**config.mk**
```make
export PLATFORM = sky130hd
export DESIGN_NAME = capwm_top
export DESIGN_NICKNAME = d
export VERILOG_FILES = /design/src/capwm_pkg.sv /design/src/capwm_channel.sv /design/src/capwm_timebase.sv /design/src/capwm_top.sv
export SDC_FILE = /design/constraint.sdc
export NUM_CORES = 1
export LEC_CHECK = 0
export ABC_AREA = 1
export CORE_UTILIZATION = 40
export CTS_BUF_LIST = sky130_fd_sc_hd__clkbuf_16
export CTS_CLUSTER_DIAMETER = 120
export CTS_CLUSTER_SIZE = 24
export DETAILED_ROUTE_END_ITERATION = 8
export DONT_BUFFER_PORTS = 1
export PLACE_DENSITY = 0.51
export SETUP_SLACK_MARGIN = 0.15
export SLEW_MARGIN = 20
export SYNTH_ARGS = -nofsm -noshare
export SYNTH_HDL_FRONTEND = slang
export SYNTH_SLANG_ARGS = --single-unit
```
**constraint.sdc**
```tcl
create_clock -name clock -period 9.4 [get_ports clock]
set_clock_uncertainty 0.05 [all_clocks]
set_input_delay 1.41 -clock clock [delete_from_list [all_inputs] [get_ports clock]]
set_output_delay 1.41 -clock clock [all_outputs]
set_load 0.02 [all_outputs]
```
**src/capwm_pkg.sv**
```systemverilog
// Purpose: Shared constants and types of the counter array PWM block
// Assumes: 8-bit register port, three channels, 11-bit timebase
// Notes:   All register offsets live here, and the field positions except length select [1:0], run bit 0 and the event flag bits
`default_nettype none
package capwm_pkg;
  localparam int unsigned CAPWM_NUM_CH = 3;
  localparam int unsigned CAPWM_CNT_W  = 11;

  typedef logic [7:0] capwm_byte_type;
  typedef logic [CAPWM_CNT_W-1:0] capwm_cnt_type;

  typedef enum logic [1:0] {
    CAPWM_LEN8  = 2'b00,
    CAPWM_LEN9  = 2'b01,
    CAPWM_LEN10 = 2'b10,
    CAPWM_LEN11 = 2'b11
  } capwm_len_type;

  typedef struct packed {
    capwm_byte_type addr;
    capwm_byte_type wdata;
    logic           wr;
    logic           rd;
  } capwm_bus_req_type;

  // Register offsets
  localparam capwm_byte_type CAPWM_ADDR_RUN    = 8'h00;
  localparam capwm_byte_type CAPWM_ADDR_CFG    = 8'h01;
  localparam capwm_byte_type CAPWM_ADDR_CNT_LO = 8'h02;
  localparam capwm_byte_type CAPWM_ADDR_CNT_HI = 8'h03;
  localparam capwm_byte_type CAPWM_ADDR_FLAGS  = 8'h04;
  localparam capwm_byte_type CAPWM_ADDR_CH0    = 8'h10;
  localparam capwm_byte_type CAPWM_CH_STRIDE   = 8'h04;
  localparam logic [1:0]     CAPWM_OFS_MODE    = 2'h0;
  localparam logic [1:0]     CAPWM_OFS_LOW     = 2'h1;
  localparam logic [1:0]     CAPWM_OFS_HIGH    = 2'h2;

  // Field positions
  localparam int unsigned CAPWM_CFG_RELOAD_SELECT   = 5;
  localparam int unsigned CAPWM_CFG_CYCLE_OVERFLOW_FLAG    = 6;
  localparam int unsigned CAPWM_MODE_CENTER = 0;
  localparam int unsigned CAPWM_MODE_PWM    = 1;
  localparam int unsigned CAPWM_MODE_MAT    = 3;
  localparam int unsigned CAPWM_MODE_ECOM   = 6;

  // Values after reset
  localparam capwm_byte_type CAPWM_BYTE_RESET = 8'h00;
  localparam capwm_cnt_type  CAPWM_CNT_RESET  = 11'h000;

  // Top count of the selected cycle length
  function automatic capwm_cnt_type capwm_period_top(input capwm_len_type len);
    case (len)
      CAPWM_LEN8:  capwm_period_top = 11'h0FF;
      CAPWM_LEN9:  capwm_period_top = 11'h1FF;
      CAPWM_LEN10: capwm_period_top = 11'h3FF;
      default:     capwm_period_top = 11'h7FF;
    endcase
  endfunction
endpackage
`default_nettype wire

```
**src/capwm_channel.sv**
```systemverilog
// Purpose: Waveform and edge detection of one PWM channel
// Assumes: Duty value already masked to the cycle length
// Notes:   Pin is registered, one clock behind the counter
`default_nettype none
module capwm_channel (
  input  wire logic                   clock,
  input  wire logic                   srst,
  input  wire logic [10:0]            cnt,
  input  wire logic                   wrap,
  input  wire capwm_pkg::capwm_len_type len,
  input  wire logic                   enable,
  input  wire logic                   center,
  input  wire logic [10:0]            duty,
  output logic                        pin,
  output logic                        reload_pt,
  output logic                        event_pt
);
  import capwm_pkg::*;

  logic        pin_reg;
  logic        pin_next;
  logic [11:0] period;
  logic [11:0] start;
  logic [11:0] stop;
  logic        up_edge;
  logic        match_edge;
  logic        edge_lvl;
  logic        center_lvl;

  always_comb begin
    period     = {1'b0, capwm_period_top(len)} + 12'h001;
    start      = (period - {1'b0, duty}) >> 1;
    stop       = start + {1'b0, duty};
    up_edge    = ({1'b0, cnt} == start);
    match_edge = (cnt == duty);
    edge_lvl   = (cnt < duty);
    center_lvl = ({1'b0, cnt} >= start) && ({1'b0, cnt} < stop);
    pin_next   = enable && (center ? center_lvl : edge_lvl);
    reload_pt  = enable && (center ? up_edge : wrap);
    event_pt   = enable && (center ? up_edge : match_edge);
  end

  always_ff @(posedge clock) begin
    if (srst) begin
      pin_reg <= 1'b0;
    end else begin
      pin_reg <= pin_next;
    end
  end

  assign pin = pin_reg;
endmodule
`default_nettype wire

```
**src/capwm_timebase.sv**
```systemverilog
// Purpose: Shared counter timebase of the counter array
// Assumes: Counts one step per clock while running
// Notes:   Wrap marks the overflow edge of the selected cycle length
`default_nettype none
module capwm_timebase (
  input  wire logic                   clock,
  input  wire logic                   srst,
  input  wire logic                   run,
  input  wire capwm_pkg::capwm_len_type len,
  output logic  [10:0]                cnt,
  output logic                        wrap
);
  import capwm_pkg::*;

  capwm_cnt_type cnt_reg;
  capwm_cnt_type cnt_next;
  capwm_cnt_type top;

  always_comb begin
    top      = capwm_period_top(len);
    wrap     = run && (cnt_reg >= top);
    cnt_next = cnt_reg;
    if (wrap) begin
      cnt_next = CAPWM_CNT_RESET;
    end else if (run) begin
      cnt_next = cnt_reg + 11'h001;
    end
  end

  always_ff @(posedge clock) begin
    if (srst) begin
      cnt_reg <= CAPWM_CNT_RESET;
    end else begin
      cnt_reg <= cnt_next;
    end
  end

  assign cnt = cnt_reg;
endmodule
`default_nettype wire

```
**src/capwm_top.sv**
```systemverilog
// Purpose: PWM channel logic of the counter array with its registers
// Assumes: Register port, write one cycle, read data one cycle later
// Notes:   Three channels share one timebase and one cycle length
//
// Operation
// - All PWM channels share one cycle length
// - Non-PWM channels run independently, pin held low; here they also raise no events and get no reloads
// - Each channel picks edge or center alignment
// - 8-bit duty comes from compare low byte
// - 8-bit mode reloads low from high byte
// - 8-bit PWM: enables set, length select 00b
// - Match or up edge sets event flag
// - 8-bit overflow flag every 256 counts
// - Wide modes take low N compare bits
// - Auto-reload register shares compare byte addresses
// - Reload select steers compare byte accesses
// - Wide modes reload compare from auto-reload
// - Wide PWM: enables set, length not 8
// - Wide modes set overflow flag at overflow
// - Low write clears enable, high sets it
//
// Our own choices: the placing of the registers and the plain strobed port.
`default_nettype none
module capwm_top (
  input  wire logic                        clock,
  input  wire logic                        srst,
  input  wire capwm_pkg::capwm_bus_req_type bus_req,
  output logic [7:0]                       rd_data,
  output logic [2:0]                       channel_output_pin
);
  import capwm_pkg::*;

  localparam int unsigned NCH = CAPWM_NUM_CH;

  // Control and status state
  logic           run_reg;
  logic           run_next;
  capwm_len_type  len_reg;
  capwm_len_type  len_next;
  logic           reload_select_reg;
  logic           reload_select_next;
  logic           cycle_overflow_flag_reg;
  logic           cycle_overflow_flag_next;
  logic [NCH-1:0] evt_reg;
  logic [NCH-1:0] evt_next;
  capwm_byte_type cnt_hi_reg;
  capwm_byte_type cnt_hi_next;
  capwm_byte_type rdata_reg;
  capwm_byte_type rdata_next;

  // Per-channel storage
  capwm_byte_type mode_reg [NCH];
  capwm_byte_type mode_next[NCH];
  capwm_byte_type cpl_reg  [NCH];
  capwm_byte_type cpl_next [NCH];
  capwm_byte_type cph_reg  [NCH];
  capwm_byte_type cph_next [NCH];
  capwm_byte_type arl_reg  [NCH];
  capwm_byte_type arl_next [NCH];
  capwm_byte_type arh_reg  [NCH];
  capwm_byte_type arh_next [NCH];

  // Channel wiring
  capwm_cnt_type  cnt;
  logic           wrap;
  capwm_cnt_type  top;
  logic [NCH-1:0] pwm_on;
  logic [NCH-1:0] center;
  logic [NCH-1:0] reload_pt;
  logic [NCH-1:0] event_pt;
  capwm_cnt_type  duty[NCH];

  // Channel register hit and index
  function automatic logic ch_hit(input capwm_byte_type addr, input logic [1:0] ofs);
    logic [7:0] rel;
    rel = addr - CAPWM_ADDR_CH0;
    ch_hit = (addr >= CAPWM_ADDR_CH0) && (rel < 8'(NCH * 4)) && (rel[1:0] == ofs);
  endfunction

  function automatic int unsigned ch_idx(input capwm_byte_type addr);
    logic [7:0] rel;
    rel = addr - CAPWM_ADDR_CH0;
    ch_idx = 32'(rel[7:2]);
  endfunction

  capwm_timebase u_timebase (
    .clock (clock),
    .srst  (srst),
    .run   (run_reg),
    .len   (len_reg),
    .cnt   (cnt),
    .wrap  (wrap)
  );

  // Active duty per channel
  always_comb begin
    top = capwm_period_top(len_reg);
    for (int c = 0; c < NCH; c++) begin
      pwm_on[c] = mode_reg[c][CAPWM_MODE_ECOM] && mode_reg[c][CAPWM_MODE_PWM];
      center[c] = mode_reg[c][CAPWM_MODE_CENTER];
      if (len_reg == CAPWM_LEN8) begin
        duty[c] = {3'b000, cpl_reg[c]};
      end else begin
        duty[c] = {cph_reg[c][2:0], cpl_reg[c]} & top;
      end
    end
  end

  for (genvar g = 0; g < NCH; g++) begin : g_ch
    capwm_channel u_channel (
      .clock     (clock),
      .srst      (srst),
      .cnt       (cnt),
      .wrap      (wrap),
      .len       (len_reg),
      .enable    (pwm_on[g]),
      .center    (center[g]),
      .duty      (duty[g]),
      .pin       (channel_output_pin[g]),
      .reload_pt (reload_pt[g]),
      .event_pt  (event_pt[g])
    );
  end

  // Next state of all registers
  always_comb begin
    int unsigned ci;
    ci          = ch_idx(bus_req.addr);
    run_next    = run_reg;
    len_next    = len_reg;
    reload_select_next  = reload_select_reg;
    cycle_overflow_flag_next   = cycle_overflow_flag_reg;
    evt_next    = evt_reg;
    cnt_hi_next = cnt_hi_reg;
    rdata_next  = CAPWM_BYTE_RESET;
    for (int c = 0; c < NCH; c++) begin
      mode_next[c] = mode_reg[c];
      cpl_next[c]  = cpl_reg[c];
      cph_next[c]  = cph_reg[c];
      arl_next[c]  = arl_reg[c];
      arh_next[c]  = arh_reg[c];
    end
    // Automatic duty reload
    for (int c = 0; c < NCH; c++) begin
      if (run_reg && pwm_on[c] && reload_pt[c]) begin
        if (len_reg == CAPWM_LEN8) begin
          cpl_next[c] = cph_reg[c];
        end else begin
          cpl_next[c] = arl_reg[c];
          cph_next[c] = arh_reg[c];
        end
      end
    end
    // Software writes
    if (bus_req.wr) begin
      if (bus_req.addr == CAPWM_ADDR_RUN) begin
        run_next = bus_req.wdata[0];
      end else if (bus_req.addr == CAPWM_ADDR_CFG) begin
        len_next   = capwm_len_type'(bus_req.wdata[1:0]);
        reload_select_next = bus_req.wdata[CAPWM_CFG_RELOAD_SELECT];
        cycle_overflow_flag_next  = cycle_overflow_flag_reg && bus_req.wdata[CAPWM_CFG_CYCLE_OVERFLOW_FLAG];
      end else if (bus_req.addr == CAPWM_ADDR_FLAGS) begin
        evt_next = evt_reg & bus_req.wdata[NCH-1:0];
      end else if (ch_hit(bus_req.addr, CAPWM_OFS_MODE)) begin
        mode_next[ci] = bus_req.wdata;
      end else if (ch_hit(bus_req.addr, CAPWM_OFS_LOW)) begin
        if (reload_select_reg) begin
          arl_next[ci] = bus_req.wdata;
        end else begin
          cpl_next[ci] = bus_req.wdata;
          mode_next[ci][CAPWM_MODE_ECOM] = 1'b0;
        end
      end else if (ch_hit(bus_req.addr, CAPWM_OFS_HIGH)) begin
        if (reload_select_reg) begin
          arh_next[ci] = bus_req.wdata;
        end else begin
          cph_next[ci] = bus_req.wdata;
          mode_next[ci][CAPWM_MODE_ECOM] = 1'b1;
        end
      end
    end
    // Hardware sets win over software clears
    if (wrap) begin
      cycle_overflow_flag_next = 1'b1;
    end
    for (int c = 0; c < NCH; c++) begin
      if (run_reg && event_pt[c] && mode_reg[c][CAPWM_MODE_MAT]) begin
        evt_next[c] = 1'b1;
      end
    end
    // Software reads, counter high byte latched with the low byte
    if (bus_req.rd) begin
      if (bus_req.addr == CAPWM_ADDR_RUN) begin
        rdata_next = {7'h00, run_reg};
      end else if (bus_req.addr == CAPWM_ADDR_CFG) begin
        rdata_next = {1'b0, cycle_overflow_flag_reg, reload_select_reg, 3'b000, len_reg};
      end else if (bus_req.addr == CAPWM_ADDR_CNT_LO) begin
        rdata_next  = cnt[7:0];
        cnt_hi_next = {5'h00, cnt[10:8]};
      end else if (bus_req.addr == CAPWM_ADDR_CNT_HI) begin
        rdata_next = cnt_hi_reg;
      end else if (bus_req.addr == CAPWM_ADDR_FLAGS) begin
        rdata_next = {5'h00, evt_reg};
      end else if (ch_hit(bus_req.addr, CAPWM_OFS_MODE)) begin
        rdata_next = mode_reg[ci];
      end else if (ch_hit(bus_req.addr, CAPWM_OFS_LOW)) begin
        rdata_next = reload_select_reg ? arl_reg[ci] : cpl_reg[ci];
      end else if (ch_hit(bus_req.addr, CAPWM_OFS_HIGH)) begin
        rdata_next = reload_select_reg ? arh_reg[ci] : cph_reg[ci];
      end
    end
  end

  always_ff @(posedge clock) begin
    if (srst) begin
      run_reg    <= 1'b0;
      len_reg    <= CAPWM_LEN8;
      reload_select_reg  <= 1'b0;
      cycle_overflow_flag_reg   <= 1'b0;
      evt_reg    <= '0;
      cnt_hi_reg <= CAPWM_BYTE_RESET;
      rdata_reg  <= CAPWM_BYTE_RESET;
      for (int c = 0; c < NCH; c++) begin
        mode_reg[c] <= CAPWM_BYTE_RESET;
        cpl_reg[c]  <= CAPWM_BYTE_RESET;
        cph_reg[c]  <= CAPWM_BYTE_RESET;
        arl_reg[c]  <= CAPWM_BYTE_RESET;
        arh_reg[c]  <= CAPWM_BYTE_RESET;
      end
    end else begin
      run_reg    <= run_next;
      len_reg    <= len_next;
      reload_select_reg  <= reload_select_next;
      cycle_overflow_flag_reg   <= cycle_overflow_flag_next;
      evt_reg    <= evt_next;
      cnt_hi_reg <= cnt_hi_next;
      rdata_reg  <= rdata_next;
      for (int c = 0; c < NCH; c++) begin
        mode_reg[c] <= mode_next[c];
        cpl_reg[c]  <= cpl_next[c];
        cph_reg[c]  <= cph_next[c];
        arl_reg[c]  <= arl_next[c];
        arh_reg[c]  <= arh_next[c];
      end
    end
  end

  assign rd_data = rdata_reg;

  // Lap length watch for the 8-bit overflow period
  logic [8:0] lap_reg;
  logic [8:0] lap_next;
  logic       lap_ok_reg;
  logic       lap_ok_next;

  always_comb begin
    lap_next    = lap_reg + 9'h001;
    lap_ok_next = lap_ok_reg && run_reg && (len_reg == CAPWM_LEN8);
    if (wrap) begin
      lap_next    = 9'h000;
      lap_ok_next = 1'b1;
    end
  end

  always_ff @(posedge clock) begin
    if (srst) begin
      lap_reg    <= 9'h000;
      lap_ok_reg <= 1'b0;
    end else begin
      lap_reg    <= lap_next;
      lap_ok_reg <= lap_ok_next;
    end
  end

  logic wr_ch0_low;
  logic wr_ch0_high;
  logic rd_ch0_low;
  logic quiet_bus;
  logic wr_ch1_low;
  logic flag_wr;
  logic cfg_wr;
  logic cnt_lo_rd;
  assign wr_ch0_low  = bus_req.wr && bus_req.addr == CAPWM_ADDR_CH0 + 8'h01;
  assign wr_ch0_high = bus_req.wr && bus_req.addr == CAPWM_ADDR_CH0 + 8'h02;
  assign rd_ch0_low  = bus_req.rd && bus_req.addr == CAPWM_ADDR_CH0 + 8'h01;
  assign quiet_bus   = !bus_req.wr;
  assign wr_ch1_low  = bus_req.wr && bus_req.addr == CAPWM_ADDR_CH0 + CAPWM_CH_STRIDE + 8'h01;
  assign flag_wr     = bus_req.wr && bus_req.addr == CAPWM_ADDR_FLAGS;
  assign cfg_wr      = bus_req.wr && bus_req.addr == CAPWM_ADDR_CFG;
  assign cnt_lo_rd   = bus_req.rd && bus_req.addr == CAPWM_ADDR_CNT_LO;
endmodule
`default_nettype wire

```
# Word level (Yosys, flattened, before mapping)
# Memories as Yosys holds them, arrays and structs flattened.
# Index checks and enable logic that the tools add are counted.
[word_totals]
ff_bits = 33
ram_bits = 120
inputBits = 20
output_inout_bits = 11
wordCells = 258
memories = 5
[mem_list]
columns = ["name", "depth", "word_bits", "read_ports", "rd_clocked_by_memory_dff", "wr", "line_no", "text"]
rows = [
  ["arh_reg", 3, 8, 4, 0, 3, "capwm_top.sv:60", "capwm_byte_type arh_reg [NCH];"],
  ["arl_reg", 3, 8, 4, 0, 3, "capwm_top.sv:58", "capwm_byte_type arl_reg [NCH];"],
  ["cph_reg", 3, 8, 4, 0, 3, "capwm_top.sv:56", "capwm_byte_type cph_reg [NCH];"],
  ["cpl_reg", 3, 8, 4, 0, 3, "capwm_top.sv:54", "capwm_byte_type cpl_reg [NCH];"],
  ["mode_reg", 3, 8, 4, 0, 3, "capwm_top.sv:52", "capwm_byte_type mode_reg [NCH];"],
]
[classes]
addsub = 9
magnitude_cmp = 14
n_eq_ne = 21
n_mux = 112
bitwise = 26
n_reduce_logical = 56
[ops]
columns = ["op", "n"]
rows = [
  ["$mux W24", 39],
  ["$mux W8", 36],
  ["$bwmux W24", 5],
  ["$eq A11 B11 Y1", 6],
  ["$ge A11 B11 Y1", 4],
  ["$add A11 B11 Y12", 3],
  ["$lt A11 B12 Y1", 3],
  ["$sub A12 B11 Y12", 3],
  ["$logic_and A1 B1 Y1", 34],
  ["$and A11 B11 Y11", 3],
  ["$ge A33 B3 Y1 const B", 1],
  ["$lt A11 B11 Y1", 3],
  ["$lt A33 B1 Y1 const B", 1],
  ["$mux W11", 3],
  ["$not A6 Y33", 1],
  ["$pmux W11 S3", 1],
  ["$demux W8 S2", 2],
  ["$and A24 B24 Y24", 1],
  ["$not A24 Y24", 1],
  ["$or A24 B24 Y24", 1],
  ["$mux W1", 20],
  ["$eq A8 B2 Y1 const B", 2],
  ["$reduce_and A4 Y1", 4],
  ["$reduce_bool A2 Y1", 8],
  ["22 further kinds", 53],
]

# Depth between registers and ports, before layout
# Gate-level depths: netlist of run 1.
[depth]
word_depth = 20
mapped_depth = 30
depth_no_buf = 30

# Modules after synthesis
# From an unflattened synthesis of run 1, not the netlist that was laid out.
[hier_totals]
cells_unflattened = 1946
area_unflattened_um2 = 12873.6
[by_module_without_submodules]
columns = ["module", "n_inst", "cells_each", "area_per_inst_um2", "seq_area_each_um2"]
rows = [
  ["capwm_top", 1, 1051, 7068.0, 2782.7],
  ["capwm_channel at g_ch[0].u_channel", 1, 272, 1741.7, 20.0],
  ["capwm_channel at g_ch[1].u_channel", 1, 270, 1719.1, 20.0],
  ["capwm_channel at g_ch[2].u_channel", 1, 256, 1680.4, 20.0],
  ["capwm_timebase", 1, 97, 664.4, 220.2],
]

# Least setup slack after synthesis of run 1
# OpenSTA, ideal clock, no wires.
[synth_path]
path_type = "register to register"
from = "register len_reg[1]"
to = "memory cph_reg[1][1] (netlist name)"
setup_time_ns = 0.109
arrival_time_ns = 3.457
required_time_ns = 9.241
slack_ns = 5.784
path_stages_with_launch = 21
path_buffers = 2
period_less_slack_ns = 3.616
path_cell_list = "dfxtp_1 -> inv_1 -> ha_1 -> clkbuf_1 -> nor3_1 -> xor2_1 -> nor4_1 -> inv_1 -> ha_1 -> nand2_1 -> nor2_1 -> nand3_1 -> o21ai_0 -> nand2_1 -> nor2_1 -> nand3_1 -> buf_2 -> a21oi_1 -> o21ai_0 -> nand2_1 -> inv_1"
[synth_rtl]
columns = ["element", "line_no", "text"]
rows = [
  ["start: declaration", "capwm_top.sv:38", "capwm_len_type len_reg;"],
  ["start signal: assignment", "capwm_top.sv:232", "len_reg <= len_next;"],
  ["end: declaration", "capwm_top.sv:56", ""],
]

==> results of run 1 <==
-- worst reg2reg max path: cells and delay by family, from the launching register on --
family | cells | cell delay (ps)
and+or+nand+nor | 9 | 2390
buffers and inverters | 4 | 610
adders and majority gates | 2 | 540
DFF | 1 | 460
AOI/OAI and AO/OA | 2 | 350
xor gates and xnor gates | 1 | 170
-- kinds of logic after synthesis --
kind of cell | count (synthesis) | share of synthesized area, %
compound gates | 426 | 18.7
xor+xnor | 54 | 3.81
fa+ha+maj | 144 | 14.6
buf+inv | 307 | 10.2
flops | 153 | 24.7
simple gates | 764 | 28.0
-- stage by stage --
step | hold slack (ps) | instance area [µm²] | utilization, %
2_1_floorplan | 380 | 12400 | -
3_3_place_gp | 397 | 12600 | 41.4
3_5_place_dp | 403 | 12600 | 41.4
4_1_cts | 414 | 13200 | 43.3
5_1_grt | 445 | 13200 | 43.3
6_report | 417 | 13200 | 43.3
-- cells in the mapped netlist (5+ instances only) --
master / n / area, µm²
nand2_2: 6 / 37.5
nor3_1: 26 / 130
nand3_1: 172 / 861
clkbuf_1: 40 / 150
xnor2_1: 17 / 149
buf_4: 7 / 52.6
a21oi_1: 186 / 931
xor2_1: 37 / 324
buf_6: 8 / 90.1
nand4_1: 36 / 225
o22ai_1: 12 / 75.1
inv_2: 10 / 37.5
a22oi_1: 6 / 45.0
a31oi_1: 7 / 43.8
nor4_1: 6 / 37.5
a211oi_1: 8 / 60.1
nor2_1: 137 / 514
o211ai_1: 5 / 37.5
nand2_1: 346 / 1300
ha_1: 143 / 1790
buf_2: 14 / 70.1
dfxtp_1: 153 / 3060
o21ai_1: 33 / 165
o21ai_0: 136 / 681
o221ai_1: 10 / 87.6
inv_1: 220 / 826
nor2_4: 12 / 135
-- layout by cell type, fill, tap and decap left out, types with 33 or more instances in the layout --
| master | instances |
|---|---|
| a21oi_1 | 186 |
| dfxtp_1 | 153 |
| ha_1 | 142 |
| inv_1 | 220 |
| nand2_1 | 346 |
| nand3_1 | 172 |
| nand4_1 | 36 |
| nor2_1 | 137 |
| o21ai_0 | 136 |
| o21ai_1 | 33 |
| xor2_1 | 37 |
-- routing by layer --
| metal | track usage [%] | vias to the layer above | wire, µm |
|---|---|---|---|
| met2 | 48.3 | 410 | 21400 |
| met1 | 40.4 | 5806 | 21200 |
| met3 | 3.92 | 83 | 2520 |
| met5 | 0 | - | 0 |
| met4 | 12.5 | 0 | 1560 |
| li1 | - | 6164 | - |
-- worst max-delay path by stage --
stage | end | slack (ps) | cells after the start
after floorplan | cph_reg[1][1] | 5780 | 20
after global placement | cph_reg[2][2] | 4980 | 21
after detailed placement | cph_reg[2][2] | 4860 | 21
after CTS | cph_reg[1][5] | 4850 | 20
after global routing | cph_reg[2][5] | 4260 | 18
final | cph_reg[2][0] | 4780 | 18
-- area by class of cell --
type	instances	share of cell area, %
tap	396	3.75
inverter	234	6.67
sequential	153	23.2
multi-input combinational	1388	61.2
clock inverter	15	1.24
timing repair buffer	13	0.739
clock buffer	17	3.22
antenna	1	0.0189
-- power by group through the flow --
stage	sequential, mW	combinational [mW]	clock (mW)
finish	0.648	0.0632	0.728
floorplan	0.663	0.0539	0
detailed placement	0.664	0.0620	0
CTS	0.648	0.0624	0.734
global placement	0.664	0.0620	0
global route	0.648	0.0687	0.760
==> impl_metrics.toml, run 1 <==
[outcome]
status = "finished clean"

[timing]
fin_ws_ps = 4780
finalSetupViolCount = 0
finalCritPeriodShare_pct = 49.2
fmax_mhz = 216
rsz0062_at_grt = "false"
tightest_slew_ps = 846
setup_tns_ps = 0
slew_headroom_pct = 42.8
slew_violations = 0
hold_violations = 0
finalCriticalPeriod_ps = 4620

[worst_setup_path]
path_buf_inv = 4
cp-start-kind = "flop"
slowest_delay_ps = 690
reg2reg_depth = 18
crit_arrival_ps = 4960
reg2reg_to = "cph_reg[2][0]"
startpoint = "len_reg[1]"
path_class = "flop to flop"
endpoint_kind = "flop"
cp_cell_sequence = "inv_1 -> ha_2 -> buf_4 -> nor3_1 -> xor2_1 -> nor4_1 -> inv_1 -> ha_1 -> nand2_1 -> inv_1 -> nand3_1 -> o21ai_0 -> nand2_1 -> nor2_2 -> nand3_1 -> nand2_1 -> nand3_1 -> a21oi_1"
r2r-start = "len_reg[1]"
crit_slowest_cell = "nor2_2"
r2r_setup_slack_ps = 4780
crit_required_ps = 9740
cp_top_family = "simple AND/OR/NAND/NOR gates"
path_max_fanout = 47

[power]
switching_share_pct = 26.3
fin_total_pwr_mw = 1.44
peakVddDrop_v = 0.000126
p_per_area_nw_per_um2 = 109
internal-power_mw = 1.06
cellLeakagePower_nw = 6.03
combPwrFrac_pct = 4.4
p_sw_mw = 0.378
p_clk_share_pct = 50.6
p_seq_share_pct = 45.0

[worst_hold_path]
holdCritStartpoint = "mode_reg[0][2]"
holdPathStages = 2
hold-path-endpoint = "mode_reg[0][2]"
hp-class = "flop to flop"

[cells_and_area]
register_area_um2 = 3060
area_growth_pct = 6.53
fillers = 3240
final_layout_size_suffix_gt1_share_pct = 5.27
fin_nets = 1971
multi_input_area_um2 = 8080
fin_cells = 2217

[logic_synthesis]
synth.avg_cell_area_um2 = 6.71
ys_seq_elements = 153
synth_warnings = 0
synth_fp_nets = 2012
synth.cell_area_um2 = 12400
syn_inst = 1848
yosysSeqAreaShare_pct = 24.7
synth_flop_cell = "dfxtp_1"
ys_async_sr_fraction_pct = 0
synth_edf_count = 0
yosysUniqueCellTypes = 52

[run]
max-cap-violations = 0

[floorplanning]
rows = 64
die_x_um = 178
core_area_um2 = 30500
start_util_pct = 40.6
die_area_um2 = 31700
ioPinCount = 31
die_h_um = 178

[cts]
htree_levels = 4
insertion_delay_ps = 460
cts_root_buf = "clkbuf_16"
clkTransAtPathRegs_ps = 70
post-cts-setup-buffers = 0
cts_buffers = 17
clock_sinks = 153
cts_tree = "done"
ctsResizeCount = 0
cts.path.max_buffers = 2
cts_hold_buf = 0

[placed_design]
place_congestion = 0.937
hpwlAfterDp_mm = 34.4
pre_cts_ws_ps = 4860
port-buffer-count = 0
placed_cells = 2184

[drt]
wl_per_cell_um = 21.1
viasPerCell = 5.62
drtIter0Drc = 1197
ant_nets = 0
post-route-drc-count = 0
vias = 12500
wirelength_mm = 46.7
dr.pass1.iters = 6

[global_routing]
grt.total_usage_pct = 30.1
grt_max_degree = 84
antenna_found_initial = 1
grt.overflow.total = 0
first_global_vias = 11400
grt_pass1_wl_mm = 70.7
Note: power is estimated with default switching activity, not from simulation.
==> inputs of run 2 (changes only) <==
--- a/config.mk
+++ b/config.mk
@@ -5,7 +5,7 @@
 export SDC_FILE = /design/constraint.sdc
 export NUM_CORES = 1
 export LEC_CHECK = 0
-export ABC_AREA = 1
+export ABC_AREA = 0
 export CORE_UTILIZATION = 40
 export CTS_BUF_LIST = sky130_fd_sc_hd__clkbuf_16
 export CTS_CLUSTER_DIAMETER = 120
==> constraint.sdc (replaced) <==
create_clock -name clock -period 4.85 [get_ports clock]
set_clock_uncertainty 0.05 [all_clocks]
set_input_delay 0.7275 -clock clock [delete_from_list [all_inputs] [get_ports clock]]
set_output_delay 0.7275 -clock clock [all_outputs]
set_load 0.02 [all_outputs]
==> run 2 against run 1 <==
Net effect:
- register-to-register slack worse by 4400 ps
- global-route usage down 2.8 points
- synthesized cell count down 18%
- hold slack worse by 98 ps
- worst setup slack worse by 4400 ps
- non-clock buffer count up 15
- clock power up 84%
- clock-buffer cell count unchanged
- highest routed layer unchanged
- die area down 0.73%
- sequential power up 94%
- critical path depth unchanged
==> impl_metrics.toml, run 2 <==
[outcome]
status = "finished clean"

[cells_and_area]
final_cell_mix = "nand2_1, dfxtp_1, ha_1, nor2_1, a21oi_1"
register_area_um2 = 3060
area_growth_pct = 7.47
fin_nets = 1643
final_layout_size_suffix_gt1_share_pct = 7.77
fin_cells = 1882
diodes = 0
fin_util_pct = 44.2
fin_area_um2 = 13200
fillers = 3060
multi_input_area_um2 = 8590

[worst_setup_path]
cp-start-kind = "flop"
path_class = "flop to flop"
crit_arrival_ps = 4700
crit_required_ps = 5120
path_max_fanout = 5
endpoint_kind = "flop"
r2r_setup_slack_ps = 420

[logic_synthesis]
syn_inst = 1517
yosysSeqAreaShare_pct = 24.9
synth_top_family_by_area = "compound AO/OA/AOI/OAI gates"
synth_xor_area_share_pct = 4.41
synth_warnings = 0
synth_commonest_cells = "dfxtp_1, nand2_1, ha_1"
synth_compound_area_share_pct = 19.2
synth_fp_nets = 1681
synth.cell_area_um2 = 12300
synth.avg_cell_area_um2 = 8.11
synth_edf_count = 0
muxShareOfSynthArea_pct = 12.7
yosys.area_share.simple_pct = 18.5
synth-adder-area-share_pct = 14.7
ys_async_sr_fraction_pct = 0
yosysUniqueCellTypes = 80
synth_top_cell_area_share_pct = 24.9
synth_top_area_cell = "dfxtp_1"
ys_seq_elements = 153
synth_area_leaders = "dfxtp_1, ha_1, mux2i_1, a21oi_1, nand2_1"
synth_flop_cell = "dfxtp_1"

[power]
p_per_area_nw_per_um2 = 201
switching_share_pct = 24.7
p_clk_share_pct = 50.7
combPwrFrac_pct = 2.0
p_sw_mw = 0.654
internal-power_mw = 2.00
p_seq_share_pct = 47.4
peakVddDrop_v = 0.000225
cellLeakagePower_nw = 5.61

[timing]
slew_violations = 0
fin_ws_ps = 420
finalCriticalPeriod_ps = 4430
fmax_mhz = 226
hold_violations = 0
finalCritPeriodShare_pct = 91.3
rsz0062_at_grt = "true"
slew_headroom_pct = 31.8
finalSetupViolCount = 0
tightest_slew_ps = 1010
setup_tns_ps = 0

[placed_design]
port-buffer-count = 0
placed_cells = 1850
hpwlAfterDp_mm = 31.0
place_congestion = 0.893
placedInstanceArea_um2 = 12600
pre_cts_ws_ps = 190

[global_routing]
first_global_vias = 10600
grt.total_usage_pct = 27.3
antenna_found_initial = 0
grt.overflow.total = 0
grt_pass1_wl_mm = 64.4
grt_max_degree = 121

[cts]
cts_buffers = 17
insertion_delay_ps = 450
clkTransAtPathRegs_ps = 70
clock_sinks = 153
cts.path.max_buffers = 2
htree_levels = 4
cts_root_buf = "clkbuf_16"
cts_tree = "done"

[floorplanning]
start_util_pct = 41.1
die_area_um2 = 31500
die_h_um = 177
rows = 63
die_x_um = 177
core_area_um2 = 30000
ioPinCount = 31

[drt]
viasPerCell = 5.83
vias = 11000
post-route-drc-count = 0
drtIter0Drc = 753
wl_per_cell_um = 22.3
ant_nets = 0
dr.pass1.iters = 5
wirelength_mm = 41.9

[worst_hold_path]
hp-class = "input port to flop"

[run]
max-cap-violations = 0
-- run 2: cells by family (layout without fill, tap and decap cells) --
| logic type | after synthesis | after routing |
|---|---|---|
| buffers and inverters | 166 | 141 |
| muxes | 141 | 141 |
| AOI/OAI and AO/OA | 374 | 374 |
| DFF | 153 | 153 |
| and+or+nand+nor | 477 | 477 |
| adders and majority gates | 144 | 144 |
| xor gates and xnor gates | 62 | 62 |
-- run 2: layer usage --
layer	GRT usage (%)	part of all wire, %	wire length, µm	up-vias
met2	44.4	45	18900	271
met4	8.37	2.8	1150	0
li1	-	-	-	5404
met1	37.3	48	20100	5236
met3	3.51	4.1	1730	61
met5	0	0	0	-
-- run 2: what timing repair did --
| item | 4_1_cts | 5_1_grt |
|---|---|---|
| hold buffers | 0 | 0 |
| gates resized for setup | 0 | 9 |
| endpoints found under the setup margin | 0 | 18 |
| buffers inserted | 0 | 0 |
-- run 2: layout make-up --
| type | instances | share of cell area, % |
|---|---|---|
| clock buffer | 17 | 3.22 |
| clock inverter | 15 | 1.08 |
| inverter | 81 | 2.30 |
| multi-input combinational | 1198 | 65.0 |
| sequential | 153 | 23.2 |
| tap | 390 | 3.69 |
| timing repair buffer | 28 | 1.59 |
-- run 2: path summary, 6_finish.rpt --
kind	cells after the start	endpoint	start
max	18	g_ch[2].u_channel.pin	cpl_reg[2][1]
min	1	arl_reg[2][1]	srst
max reg2reg	18	g_ch[2].u_channel.pin	cpl_reg[2][1]
min reg2reg	2	mode_reg[1][7]	mode_reg[1][7]
-- run 2: power by group through the flow --
stage / logic (mW) / clock network (mW) / registers, mW
after floorplan: 0.0810 / 0 / 1.29
after global placement: 0.0508 / 0 / 1.29
after detailed placement: 0.0512 / 0 / 1.29
after CTS: 0.0515 / 1.36 / 1.26
after global routing: 0.0566 / 1.41 / 1.26
final: 0.0523 / 1.34 / 1.26
-- run 2: worst max-delay path: stages, from the launching register on --
cell	delay (ps)
dfxtp_1	440
inv_1	180
ha_1	260
xnor2_1	200
ha_1	260
a21o_1	190
a21oi_1	240
a21o_1	110
o21ai_0	100
o311ai_1	360
or2b_1	280
xnor2_1	130
ha_1	270
o21ai_0	70
nand2_1	70
o21ai_0	60
or4b_2	620
or2_2	300
o311a_1	130
-- run 2: through the flow --
step	total power, mW	hold slack [ps]
after floorplan	1.37	383
after global routing	2.72	319
final	2.65	319
after detailed placement	1.34	392
after global placement	1.34	385
after CTS	2.67	299
==> inputs of run 3 (changes only) <==
--- a/config.mk
+++ b/config.mk
@@ -13,6 +13,7 @@
 export DETAILED_ROUTE_END_ITERATION = 8
 export DONT_BUFFER_PORTS = 1
 export PLACE_DENSITY = 0.51
+export RECOVER_POWER = 100
 export SETUP_SLACK_MARGIN = 0.15
 export SLEW_MARGIN = 20
 export SYNTH_ARGS = -nofsm -noshare
==> run 3 against run 2 <==
Net effect:
- sequential power about the same
- the flow now finishes with violations (max-capacitance violations, max-slew violations)
- final area decreased by 0.57%
- largest power group unchanged
- non-clock buffer count unchanged
==> impl_metrics.toml, run 3 (synthesized netlist as in run 2, its figures left out) <==
[floorplanning]
start_util_pct = 41.1
die_area_um2 = 31500
die_h_um = 177
die_x_um = 177
core_area_um2 = 30000
ioPinCount = 31
rows = 63

[cells_and_area]
final_cell_mix = "nand2_1, dfxtp_1, ha_1, nor2_1, a21oi_1"
final_layout_size_suffix_gt1_share_pct = 6.90
diodes = 0
area_growth_pct = 6.86
fin_nets = 1643
fin_area_um2 = 13200
final_common_cell = "nand2_1"
fillers = 3077

[cts]
cts_tree = "done"
cts.path.max_buffers = 2
clock_sinks = 153
cts_root_buf = "clkbuf_16"
cts_buffers = 17
post-cts-setup-buffers = 0
ctsResizeCount = 0
cts_hold_buf = 0
insertion_delay_ps = 450
clkTransAtPathRegs_ps = 70
htree_levels = 4

[drt]
wirelength_mm = 42.0
drtIter0Drc = 761
vias = 11100
viasPerCell = 5.87
dr.pass1.iters = 5
post-route-drc-count = 0
ant_nets = 0
wl_per_cell_um = 22.3

[global_routing]
grt.overflow.total = 0
grt_pass1_wl_mm = 64.4
antenna_found_initial = 0
grt.total_usage_pct = 27.3
first_global_vias = 10600
grt_max_degree = 121

[worst_setup_path]
reg2reg_depth = 18
crit_arrival_ps = 4760
reg2reg_to = "g_ch[2].u_channel.pin"
r2r-start = "len_reg[0]"
path_class = "flop to flop"
endpoint_kind = "flop"
path_max_fanout = 6
crit_required_ps = 5120
cp-start-kind = "flop"
r2r_setup_slack_ps = 360

[worst_hold_path]
holdCritStartpoint = "srst"
hold-path-endpoint = "arl_reg[2][1]"
hp-class = "input port to flop"
holdPathStages = 1

[power]
p_sw_mw = 0.650
switching_share_pct = 24.5
peakVddDrop_v = 0.000224
p_per_area_nw_per_um2 = 201
internal-power_mw = 2.00
p_seq_share_pct = 47.5
p_clk_share_pct = 50.6
combPwrFrac_pct = 1.9
cellLeakagePower_nw = 5.55

[timing]
finalSetupViolCount = 0
fmax_mhz = 223
finalCriticalPeriod_ps = 4490
slew_headroom_pct = -15.6
tightest_slew_ps = 1720
rsz0062_at_grt = "true"
finalCritPeriodShare_pct = 92.5
setup_tns_ps = 0
hold_violations = 0
slew_violations = 9

[run]
max-cap-violations = 1

[outcome]
failed_checks = "max-capacitance violations, max-slew violations"
status = "finished, violations left"

[placed_design]
place_congestion = 0.893
hpwlAfterDp_mm = 31.0
port-buffer-count = 0
placedInstanceArea_um2 = 12600
run 3: critical path, stage by stage (launching register included):
cell and delay (ps):
dfxtp_1 440, inv_1 130, ha_1 290, nand2b_1 180
nand2_1 120, nor4_1 340, a21oi_1 160, xnor2_1 310
ha_1 330, a21oi_1 160, nand2_1 80, o21bai_1 160
xnor2_1 140, ha_1 280, o21a_1 100, o21ai_0 60
or4b_2 620, or2_2 290, o311a_1 130
run 3: metal layers:
| metal | up-vias | wire (µm) | share of wire, % | track usage, % |
|---|---|---|---|---|
| met5 | - | 0 | 0 | 0 |
| met4 | 0 | 1100 | 2.6 | 8.37 |
| met3 | 57 | 1910 | 4.5 | 3.51 |
| met2 | 310 | 19000 | 45 | 44.4 |
| met1 | 5282 | 19900 | 48 | 37.3 |
| li1 | 5406 | - | - | - |
run 3: metrics by stage:
step	total power, mW	hold slack (ps)	utilization, %	setup slack [ps]	instances
2_1_floorplan	1.37	383	-	743	1517
3_3_place_gp	1.34	385	42.1	293	1850
3_5_place_dp	1.34	392	42.1	190	1850
4_1_cts	2.67	299	44.0	162	1882
5_1_grt	2.72	319	43.9	54.5	1882
6_report	2.65	344	43.9	363	1882
run 3: final cells by class:
class | instances | area [µm²] | share of cell area (%)
Tap cell | 390 | 488 | 3.71
Sequential cell | 153 | 3060 | 23.3
Clock buffer | 17 | 425 | 3.23
Clock inverter | 15 | 143 | 1.08
Multi-Input combinational cell | 1198 | 8530 | 64.9
Timing Repair Buffer | 28 | 196 | 1.49
Inverter | 81 | 304 | 2.31
run 3: worst max path at each step:
| stage | to | from | cells past startpoint | slack (ps) |
|---|---|---|---|---|
| CTS | g_ch[1].u_channel.pin | cpl_reg[1][1] | 19 | 160 |
| global placement | g_ch[1].u_channel.pin | cpl_reg[1][1] | 19 | 290 |
| global route | cpl_reg[1][4] | len_reg[0] | 18 | 50 |
| floorplan | g_ch[2].u_channel.pin | cpl_reg[2][1] | 18 | 740 |
| finish | g_ch[2].u_channel.pin | len_reg[0] | 18 | 360 |
| detailed placement | g_ch[1].u_channel.pin | cpl_reg[1][1] | 19 | 190 |
run 3: power by group through the flow:
stage / clock, mW / sequential [mW] / combinational, mW
4_1_cts: 1.36 / 1.26 / 0.0515
3_3_place_gp: 0 / 1.29 / 0.0508
3_5_place_dp: 0 / 1.29 / 0.0512
2_1_floorplan: 0 / 1.29 / 0.0810
5_1_grt: 1.41 / 1.26 / 0.0559
6_report: 1.34 / 1.26 / 0.0515
